--- src/core/vfsc_pkg.sv ---
package vfsc_pkg;

	// ==================== register map ====================
	localparam logic [7:0] OFF_CTRL    = 8'h00;
	localparam logic [7:0] OFF_GAIN    = 8'h04;
	localparam logic [7:0] OFF_CHROMA  = 8'h08;
	localparam logic [7:0] OFF_PED     = 8'h0C;
	localparam logic [7:0] OFF_HUE     = 8'h10;
	localparam logic [7:0] OFF_TRIM    = 8'h14;
	localparam logic [7:0] OFF_TIMING  = 8'h18;
	localparam logic [7:0] OFF_DEFAULT = 8'h1C;
	localparam logic [7:0] OFF_STATUS  = 8'h20;

	// ==================== nominal values ====================
	localparam logic [7:0] GAIN_NOM  = 8'h64;
	localparam logic [7:0] GAIN_MIN  = 8'h32;
	localparam logic [7:0] GAIN_MAX  = 8'h96;
	localparam logic [7:0] PED_LIM   = 8'h05;
	localparam logic [7:0] HUE_LIM   = 8'h5A;
	localparam logic [7:0] TRIM_LIM  = 8'h1E;
	localparam logic [10:0] VOFF_LIM = 11'h271;
	localparam logic [11:0] HOFF_LIM = 12'h6B3;

	// ==================== blanking ends ====================
	localparam logic [9:0] BLK_WIDE_625   = 10'h016;
	localparam logic [9:0] BLK_WIDE_525   = 10'h014;
	localparam logic [9:0] BLK_NARROW_625 = 10'h006;
	localparam logic [9:0] BLK_NARROW_525 = 10'h009;

	// ==================== timing ====================
	localparam int CLK_HZ       = 27_000_000;
	localparam int BLINK_SEC    = 15;
	localparam int BLINK_CYCLES = CLK_HZ * BLINK_SEC;

	typedef enum logic [2:0] {
		SRC_CPST = 3'h0, SRC_YC = 3'h1, SRC_BETA = 3'h2, SRC_SMPTE = 3'h3,
		SRC_SDI = 3'h4, SRC_BARS = 3'h5, SRC_CHECK = 3'h6
	} vfsc_src_t;

	typedef enum logic [1:0] {
		MUTE_NONE = 2'h0, MUTE_BLACK = 2'h1, MUTE_FREEZE = 2'h2
	} vfsc_mute_t;

	typedef enum logic [2:0] {
		SEL_SYNC = 3'b001, SEL_GAIN = 3'b010, SEL_SRC = 3'b100
	} vfsc_sel_t;

	typedef struct packed {
		logic left;
		logic right;
		logic mode;
	} vfsc_btn_t;

	typedef struct packed {
		logic [7:0]  gain;
		logic [7:0]  chroma;
		logic [7:0]  pedestal;
		logic [7:0]  hue;
		logic [7:0]  redGain;
		logic [7:0]  blueGain;
		logic [7:0]  redOffset;
		logic [7:0]  blueOffset;
		logic [10:0] vOffset;
		logic [11:0] hOffset;
	} vfsc_proc_t;

endpackage : vfsc_pkg

--- src/core/vfsc_btn_edge.sv ---
`timescale 1ns/1ps
// ==================== button press detection ====================
module vfsc_btn_edge
	import vfsc_pkg::*;
(
	// clock and reset
	input  wire logic      clk,
	input  wire logic      rst,
	// buttons
	input  wire vfsc_btn_t btnLevel,
	output      vfsc_btn_t btnPress,
	output      logic      bothHeld
);
	vfsc_btn_t prev_reg;

	always_ff @(posedge clk) begin
		if (rst)
			prev_reg <= '0;
		else
			prev_reg <= btnLevel;
	end

	// a press is the rising edge of the level
	assign btnPress = btnLevel & ~prev_reg;
	assign bothHeld = btnLevel.left & btnLevel.right &
		(btnPress.left | btnPress.right);
endmodule : vfsc_btn_edge

--- src/core/vfsc_blink_timer.sv ---
`timescale 1ns/1ps
// ==================== edit blink timeout ====================
module vfsc_blink_timer #(
	parameter int CYCLES = 405_000_000
) (
	// clock and reset
	input  wire logic clk,
	input  wire logic rst,
	// control
	input  wire logic restart,
	output      logic running,
	output      logic expired
);
	logic [31:0] count_reg;

	always_ff @(posedge clk) begin
		if (rst) begin
			count_reg <= 32'h0000_0000;
			expired   <= 1'b0;
		end else if (restart) begin
			count_reg <= 32'(CYCLES);
			expired   <= 1'b0;
		end else if (count_reg != 32'h0000_0000) begin
			count_reg <= count_reg - 32'h0000_0001;
			expired   <= (count_reg == 32'h0000_0001);
		end else begin
			expired <= 1'b0;
		end
	end

	assign running = (count_reg != 32'h0000_0000);
endmodule : vfsc_blink_timer

--- src/core/vfsc_core.sv ---
`timescale 1ns/1ps
// Summary of operation
// - arrows turn synchronizer off/on; green when on
// - arrows step gain while gain selected
// - gain indicator green at unity, else red
// - both arrows together restore unity gain
// - route exactly one of seven sources
// - comb filter three-line or five-line
// - setup removal only when on and 525
// - no muting passes input untouched
// - black output while input lost
// - freeze last frame while input lost
// - report input presence, rate, reference presence
// - gain 50 to 150 percent
// - chroma 50 to 150 percent, software only
// - pedestal within plus/minus five IRE
// - hue plus/minus ninety, 525 only
// - default command restores nominal setting
// - component trims gain and offset per channel
// - timing offsets only while synchronizer on
// - vertical offset up to 625 lines
// - horizontal offset up to 1715 clocks
// - wide or narrow vertical blanking lines
// - blink fifteen seconds then commit value
// - input lamp dark for internal patterns
module vfsc_core
	import vfsc_pkg::*;
#(
	parameter int BLINK_CNT = BLINK_CYCLES
) (
	// clock and reset
	input  wire logic        clk,
	input  wire logic        rst,
	// apb slave
	input  wire logic        psel,
	input  wire logic        penable,
	input  wire logic        pwrite,
	input  wire logic [7:0]  paddr,
	input  wire logic [31:0] pwdata,
	output      logic [31:0] prdata,
	output      logic        pready,
	output      logic        pslverr,
	// front panel
	input  wire vfsc_btn_t   buttons,
	output      logic        syncLedGreen,
	output      logic        gainLedGreen,
	output      logic        gainLedRed,
	output      logic        inputLed,
	output      logic        refLed,
	output      logic [6:0]  sourceLeds,
	output      logic        blinkLed,
	// video status
	input  wire logic        frameStart,
	input  wire logic [9:0]  lineNumber,
	input  wire logic        inputPresent,
	input  wire logic        input625,
	input  wire logic        refPresent,
	// processing settings
	output      vfsc_proc_t  procActive,
	output      logic [2:0]  sourceSel,
	output      logic        combFiveLine,
	output      logic        setupRemove,
	output      logic        hueApply,
	output      logic        trimApply,
	output      logic        syncEnable,
	output      logic        timingFromRef,
	output      logic        muteBlack,
	output      logic        muteFreeze,
	output      logic        vBlankActive,
	output      logic        commitStrobe
);
	// ==================== state ====================
	vfsc_proc_t  set_reg;
	logic [2:0]  src_reg;
	logic        comb_reg;
	logic        setup_reg;
	vfsc_mute_t  mute_reg;
	logic        wide_reg;
	logic        sync_reg;
	vfsc_sel_t   sel_reg;
	vfsc_btn_t   press;
	logic        both;
	logic        edit;
	logic        blinking;
	logic        expired;
	logic        wr;
	logic        rd;
	logic        mapped;
	logic [9:0]  blkEnd;
	logic        is625;

	assign wr = psel & penable & pwrite;
	assign rd = psel & ~penable & ~pwrite;
	assign mapped = (paddr <= OFF_STATUS) && (paddr[1:0] == 2'b00);
	assign is625 = input625;

	vfsc_btn_edge u_btn (
		.clk      (clk),
		.rst      (rst),
		.btnLevel (buttons),
		.btnPress (press),
		.bothHeld (both)
	);

	vfsc_blink_timer #(.CYCLES(BLINK_CNT)) u_blink (
		.clk     (clk),
		.rst     (rst),
		.restart (edit),
		.running (blinking),
		.expired (expired)
	);

	assign edit = press.left | press.right | press.mode;

	// ==================== panel selection ====================
	always_ff @(posedge clk) begin
		if (rst)
			sel_reg <= SEL_SYNC;
		else if (press.mode)
			case (sel_reg)
				SEL_SYNC: sel_reg <= SEL_GAIN;
				SEL_GAIN: sel_reg <= SEL_SRC;
				SEL_SRC:  sel_reg <= SEL_SYNC;
				default:  sel_reg <= SEL_SYNC;
			endcase
	end

	// ==================== synchronizer enable ====================
	// a panel press and a bus write in one cycle: the press wins
	always_ff @(posedge clk) begin
		if (rst)
			sync_reg <= 1'b1;
		else if (sel_reg == SEL_SYNC && press.left)
			sync_reg <= 1'b0;
		else if (sel_reg == SEL_SYNC && press.right)
			sync_reg <= 1'b1;
		else if (wr && paddr == OFF_CTRL)
			sync_reg <= pwdata[8];
	end

	// ==================== source, comb, setup, mute, blanking ====================
	always_ff @(posedge clk) begin
		if (rst) begin
			src_reg   <= SRC_CPST;
			comb_reg  <= 1'b0;
			setup_reg <= 1'b0;
			mute_reg  <= MUTE_NONE;
			wide_reg  <= 1'b1;
		end else begin
			if (wr && paddr == OFF_CTRL) begin
				// out-of-range source codes are ignored so one source always stands
				if (pwdata[2:0] <= SRC_CHECK)
					src_reg <= pwdata[2:0];
				comb_reg  <= pwdata[3];
				setup_reg <= pwdata[4];
				if (pwdata[6:5] != 2'b11)
					mute_reg <= vfsc_mute_t'(pwdata[6:5]);
				wide_reg  <= pwdata[7];
			end
			// the panel step is scheduled last so a press beats a bus write
			if (sel_reg == SEL_SRC && press.right)
				src_reg <= (src_reg == SRC_CHECK) ? SRC_CPST : src_reg + 3'h1;
			else if (sel_reg == SEL_SRC && press.left)
				src_reg <= (src_reg == SRC_CPST) ? SRC_CHECK : src_reg - 3'h1;
		end
	end

	// ==================== processing settings ====================
	// bus gain, chroma, pedestal, hue and trim gains saturate at their limits; out-of-range timing offsets are ignored
	function automatic logic [7:0] clampS(input logic [7:0] v, input logic [7:0] lim);
		logic signed [7:0] s;
		s = signed'(v);
		if (s > signed'(lim))
			clampS = lim;
		else if (s < -signed'(lim))
			clampS = 8'(-lim);
		else
			clampS = v;
	endfunction : clampS

	function automatic logic [7:0] clampU(input logic [7:0] v);
		if (v < GAIN_MIN)
			clampU = GAIN_MIN;
		else if (v > GAIN_MAX)
			clampU = GAIN_MAX;
		else
			clampU = v;
	endfunction : clampU

	always_ff @(posedge clk) begin
		if (rst) begin
			set_reg        <= '0;
			set_reg.gain   <= GAIN_NOM;
			set_reg.chroma <= GAIN_NOM;
		end else if (both) begin
			set_reg.gain <= GAIN_NOM;
		end else if (sel_reg == SEL_GAIN && press.right) begin
			if (set_reg.gain < GAIN_MAX)
				set_reg.gain <= set_reg.gain + 8'h01;
		end else if (sel_reg == SEL_GAIN && press.left) begin
			if (set_reg.gain > GAIN_MIN)
				set_reg.gain <= set_reg.gain - 8'h01;
		end else if (wr) begin
			case (paddr)
				OFF_GAIN:   set_reg.gain   <= clampU(pwdata[7:0]);
				OFF_CHROMA: set_reg.chroma <= clampU(pwdata[7:0]);
				OFF_PED:    set_reg.pedestal <= clampS(pwdata[7:0], PED_LIM);
				OFF_HUE:    set_reg.hue <= clampS(pwdata[7:0], HUE_LIM);
				OFF_TRIM: begin
					set_reg.redGain    <= clampS(pwdata[7:0], TRIM_LIM);
					set_reg.blueGain   <= clampS(pwdata[15:8], TRIM_LIM);
					set_reg.redOffset  <= pwdata[23:16];
					set_reg.blueOffset <= pwdata[31:24];
				end
				OFF_TIMING: begin
					if (pwdata[10:0] <= VOFF_LIM || pwdata[10:0] >= 11'(-VOFF_LIM))
						set_reg.vOffset <= pwdata[10:0];
					if (pwdata[27:16] <= HOFF_LIM || pwdata[27:16] >= 12'(-HOFF_LIM))
						set_reg.hOffset <= pwdata[27:16];
				end
				OFF_DEFAULT: begin
					if (pwdata[0]) set_reg.gain <= GAIN_NOM;
					if (pwdata[1]) set_reg.chroma <= GAIN_NOM;
					if (pwdata[2]) set_reg.pedestal <= 8'h00;
					if (pwdata[3]) set_reg.hue <= 8'h00;
				end
				default: ;
			endcase
		end
	end

	// ==================== frame boundary transfer ====================
	always_ff @(posedge clk) begin
		if (rst) begin
			procActive        <= '0;
			procActive.gain   <= GAIN_NOM;
			procActive.chroma <= GAIN_NOM;
			setupRemove       <= 1'b0;
			hueApply          <= 1'b0;
			trimApply         <= 1'b0;
			combFiveLine      <= 1'b0;
			sourceSel         <= SRC_CPST;
			syncEnable        <= 1'b1;
			timingFromRef     <= 1'b1;
		end else if (frameStart) begin
			procActive    <= set_reg;
			// free running output has no reference to offset against
			if (!sync_reg) begin
				procActive.vOffset <= 11'h000;
				procActive.hOffset <= 12'h000;
			end
			setupRemove   <= setup_reg & ~is625;
			hueApply      <= ~is625;
			trimApply     <= (src_reg == SRC_BETA) | (src_reg == SRC_SMPTE);
			combFiveLine  <= comb_reg;
			sourceSel     <= src_reg;
			syncEnable    <= sync_reg;
			timingFromRef <= sync_reg;
		end
	end

	// ==================== muting ====================
	// muting reacts at once: waiting for a frame edge would show a broken picture
	always_ff @(posedge clk) begin
		if (rst) begin
			muteBlack  <= 1'b0;
			muteFreeze <= 1'b0;
		end else begin
			muteBlack  <= (mute_reg == MUTE_BLACK) & ~inputPresent;
			muteFreeze <= (mute_reg == MUTE_FREEZE) & ~inputPresent;
		end
	end

	// ==================== blanking ====================
	always_comb begin
		if (wide_reg)
			blkEnd = is625 ? BLK_WIDE_625 : BLK_WIDE_525;
		else
			blkEnd = is625 ? BLK_NARROW_625 : BLK_NARROW_525;
	end

	always_ff @(posedge clk) begin
		if (rst)
			vBlankActive <= 1'b0;
		else
			vBlankActive <= (lineNumber != 10'h000) && (lineNumber <= blkEnd);
	end

	// ==================== indicators ====================
	always_ff @(posedge clk) begin
		if (rst) begin
			syncLedGreen <= 1'b0;
			gainLedGreen <= 1'b0;
			gainLedRed   <= 1'b0;
			inputLed     <= 1'b0;
			refLed       <= 1'b0;
			sourceLeds   <= 7'h00;
			blinkLed     <= 1'b0;
			commitStrobe <= 1'b0;
		end else begin
			syncLedGreen <= sync_reg;
			// the gain lamp follows the pending value so an edit shows at once
			gainLedGreen <= (set_reg.gain == GAIN_NOM);
			gainLedRed   <= (set_reg.gain != GAIN_NOM);
			inputLed     <= inputPresent && (src_reg != SRC_BARS) &&
				(src_reg != SRC_CHECK);
			refLed       <= refPresent;
			sourceLeds   <= 7'(7'h01 << src_reg);
			blinkLed     <= blinking;
			commitStrobe <= expired;
		end
	end

	// ==================== apb read ====================
	// read data is latched in the setup cycle so it stands through the access cycle
	always_ff @(posedge clk) begin
		if (rst) begin
			prdata  <= 32'h0000_0000;
			pready  <= 1'b0;
			pslverr <= 1'b0;
		end else begin
			pready  <= psel & ~penable;
			pslverr <= psel & ~penable & ~mapped;
			if (rd)
				case (paddr)
					OFF_CTRL: prdata <= {23'h00_0000, sync_reg, wide_reg,
						mute_reg, setup_reg, comb_reg, src_reg};
					OFF_GAIN:   prdata <= {24'h00_0000, set_reg.gain};
					OFF_CHROMA: prdata <= {24'h00_0000, set_reg.chroma};
					OFF_PED:    prdata <= {24'h00_0000, set_reg.pedestal};
					OFF_HUE:    prdata <= {24'h00_0000, set_reg.hue};
					OFF_TRIM: prdata <= {set_reg.blueOffset, set_reg.redOffset,
						set_reg.blueGain, set_reg.redGain};
					OFF_TIMING: prdata <= {4'h0, set_reg.hOffset, 5'h00, set_reg.vOffset};
					OFF_STATUS: prdata <= {28'h000_0000, blinking, refPresent,
						input625, inputPresent};
					default: prdata <= 32'h0000_0000;
				endcase
		end
	end
endmodule : vfsc_core

--- config.mk ---
export PLATFORM = sky130hd
export DESIGN_NAME = vfsc_core
export DESIGN_NICKNAME = d
export VERILOG_FILES = /design/src/core/vfsc_pkg.sv /design/src/core/vfsc_btn_edge.sv /design/src/core/vfsc_blink_timer.sv /design/src/core/vfsc_core.sv
export SDC_FILE = /design/constraint.sdc
export NUM_CORES = 1
export LEC_CHECK = 0
export BUFFER_PORTS_ARGS = -buffer_cell sky130_fd_sc_hd__buf_2
export CAP_MARGIN = 0
export CORE_MARGIN = 2
export CORE_UTILIZATION = 40
export CTS_CLUSTER_DIAMETER = 150
export DETAILED_ROUTE_END_ITERATION = 7
export HOLD_SLACK_MARGIN = 0.1
export PLACE_DENSITY = 0.71
export SLEW_MARGIN = 15
export SYNTH_ARGS = -nofsm -noshare
export SYNTH_HDL_FRONTEND = slang
export SYNTH_SLANG_ARGS = --single-unit
--- constraint.sdc ---
create_clock -name clk -period 2.71 [get_ports clk]
set_input_delay 0.271 -clock clk [delete_from_list [all_inputs] [get_ports clk]]
set_output_delay 0.271 -clock clk [all_outputs]
set_load 0.05 [all_outputs]
==> impl_metrics.yaml <==
layout:
  final_common_cell: "dfxtp_1"
  drive_above_1_share: 0.1929
  post-route-util: 0.4940
  fill_cells: 2909
  fin_nets: 1711
  syn_to_final_growth_pct: 21.16
  final_cell_mix: "281 x dfxtp_1, 225 x nor2_1, 206 x buf_2, 103 x a21oi_1, 101 x nand2_1"
timing:
  setup_viol: 0
  worstMarginPinSlew_ns: 0.9923
  final_hold_viol_count: 0
  fin_ws_ns: 0.2734
  timing.slew.headroom: 0.3377
  rsz0062_at_grt: "false"
  tns_ns: 0
  period_needed_ns: 2.437
  skew_ns: 0.009199
  fmaxAchievable_mhz: 410.4
  period_share: 0.8991
  slew_violations: 0
setup_path:
  worstPathRequired_ns: 3.19
  cp_slowest_cell: "or4_1"
  crit_chain: "or4_1 > nor3_2 > nand3_1 > nor2_1 > o41ai_1 > a31oi_1"
  cp_top_family: "simple AND/OR/NAND/NOR gates"
  r2r_slack_ns: 0.27
  worstPathArrival_ns: 2.91
  cp-start-kind: "flop"
  end_kind: "flop"
  max_stage_delay_ns: 0.60
  path_class: "flop to flop"
  critPathBufInv: 0
  crit_fanout: 12
drt:
  vias_per_cell: 5.655
  wl_per_cell_um: 19.32
  vias: 11599
  final_antenna_net_count: 0
  wirelength_um: 39630
  drcViolationCount: 0
  dr.first_iter.drc_count: 1280
  first_pass_iters: 6
global_route:
  antenna_found_initial: 2
  grt_pass1_vias: 10786
  grt_usage: 0.2316
  grt_max_degree: 132
  grt_overflow: 0
  grt_pass1_wl_um: 61300
floorplanning:
  coreArea_mm2: 0.03067
  dieArea_mm2: 0.03269
  num_rows: 64
  die_y_um: 180.8
  ios: 209
  die_x_um: 180.8
  initial_utilization: 0.4077
pwr:
  power_per_cell_area_mw_per_mm2: 588.3
  cellLeakagePower_uw: 0.006165
  vdd_drop_max_mv: 0.4461
logic_synthesis:
  synth-main-ff-cell: "dfxtp_1"
  synth_cells: 1434
  synth_edf_count: 0
  synth_top_family_by_area: "simple AND/OR/NAND/NOR gates"
  synth_compound_area_frac: 0.1699
  synthMuxAreaShare: 0.07956
  synthSimpleGateAreaFrac: 0.2193
  synthAdderAreaFrac: 0.01901
  avgSynthCellArea_um2: 8.719
  ys_ff_latch: 281
  synthXorXnorAreaFrac: 0.01961
  yosys.cell_types.count: 71
  yosys_warnings: 0
  ys_seq_area_frac: 0.4499
  syn_area_mm2: 0.01250
  ys_async_sr_fraction: 0
  syn-num-nets: 1515
job:
  cap_viol_max_count: 0
place:
  dp_hpwl_um: 28570
  place.gp.congestion: 0.9776
  io_buffers: 208
  dpl_worst_slack_ns: 0.2954
cts:
  cts-htree-levels: 1
  clock_latency_ns: 0.54
  cts_made_buffers: 30
  cts_buffer_depth: 3
  cts_resized: 0
  tritoncts: "built"
  cts.sinks: 281
  cts-root-buf: "clkbuf_16"
  clk_pin_slew_ns: 0.06
  cts_setup_buffers: 0
min_path:
  hp-class: "input port to flop"
status:
  run_status: "completed"
==> kinds of logic after synthesis <==
kind of cell	count (synthesis)
flops	281
simple gates	558
compound gates	317
mux	99
buf+inv	132
fa+ha+maj	19
xor+xnor	28
==> worst paths after layout <==
path,start,to,cells after the start
setup / recovery,u_blink.count_reg[8]$_SDFFE_PP0P_,u_blink.count_reg[17]$_SDFFE_PP0P_,6
hold / removal,pwdata[11],set_reg[42]$_SDFFE_PP0P_,3
setup reg to reg,u_blink.count_reg[8]$_SDFFE_PP0P_,u_blink.count_reg[17]$_SDFFE_PP0P_,6
hold reg to reg,u_blink.expired$_SDFF_PP0_,commitStrobe$_SDFF_PP0_,1
==> where the power goes <==
group	internal [uW]	total, uW	switching, uW
clock	2260	3930	1660
sequential	4180	4220	46.3
combinational	259	762	503
total	6700	8910	2210
==> metal layers <==
layer / track usage / vias to the layer above / wire length [um]
met4: 0.06839 / 2 / 1093
met3: 0.04576 / 83 / 3406
met5: 0 / - / 7
met2: 0.3749 / 497 / 18090
met1: 0.3127 / 5517 / 17040
li1: - / 5500 / -
==> synthesized netlist by cell type (4+ instances only) <==
| cell type | count | area [um2] |
|---|---|---|
| a2111oi_0 | 4 | 35.03 |
| a211o_1 | 13 | 113.9 |
| a211oi_1 | 15 | 112.6 |
| a21oi_1 | 103 | 515.5 |
| a22o_1 | 24 | 210.2 |
| a22oi_1 | 56 | 420.4 |
| a31oi_1 | 9 | 56.30 |
| a32oi_1 | 4 | 35.03 |
| and2_1 | 17 | 106.4 |
| and3_1 | 12 | 75.07 |
| buf_1 | 7 | 26.28 |
| buf_2 | 19 | 95.09 |
| buf_4 | 4 | 30.03 |
| clkbuf_1 | 76 | 285.3 |
| dfxtp_1 | 281 | 5625 |
| ha_1 | 19 | 237.7 |
| inv_1 | 26 | 97.59 |
| mux2i_1 | 96 | 960.9 |
| nand2_1 | 101 | 379.1 |
| nand2b_1 | 33 | 206.5 |
| nand3_1 | 39 | 195.2 |
| nand4_1 | 16 | 100.1 |
| nor2_1 | 225 | 844.6 |
| nor2b_1 | 17 | 106.4 |
| nor3_1 | 35 | 175.2 |
| nor3_2 | 4 | 40.04 |
| nor3b_1 | 7 | 52.55 |
| nor4_1 | 8 | 50.05 |
| nor4_2 | 5 | 62.56 |
| o211ai_1 | 11 | 82.58 |
| o21a_1 | 4 | 30.03 |
| o21ai_0 | 33 | 165.2 |
| o21ai_1 | 6 | 30.03 |
| o221ai_1 | 4 | 35.03 |
| or3_1 | 8 | 50.05 |
| or4_1 | 9 | 67.56 |
| xnor2_1 | 9 | 78.83 |
| xor2_1 | 19 | 166.4 |
==> per-stage QoR <==
stage | hold slack, ns | cells | power (uW) | cell area (um2)
3_3_place_gp | 0.4284 | 1966 | 5020 | 13920
5_1_grt | 0.1496 | 2051 | 9231 | 15150
2_1_floorplan | 0.3483 | 1434 | 4795 | 12500
4_1_cts | 0.1114 | 2050 | 8987 | 15150
6_report | 0.1250 | 2051 | 8913 | 15150
3_5_place_dp | 0.4349 | 1966 | 5033 | 13920
==> cell type report <==
class                      count  area (um2)  area share
multi-input combinational   1021        6370      0.4205
antenna                        1       2.502   0.0001652
clock buffer                  44       844.6     0.05575
inverter                      26       97.59    0.006442
sequential                   281        5625      0.3713
clock inverter                12       103.9    0.006855
tap                          396       495.5     0.03271
timing repair buffer         270        1610      0.1063
==> timing repair <==
action,in CTS,in global routing
hold endpoints to repair,43,0
hold buffers,28,0
endpoints found under the setup margin,0,0
==> worst reg2reg max path: cells and delay by family, from the launching register on <==
kind / cells / cell delay, ns
compound gates: 2 / 0.28
flops: 1 / 0.37
simple gates: 4 / 1.72
(Power assumes the default switching activity.)
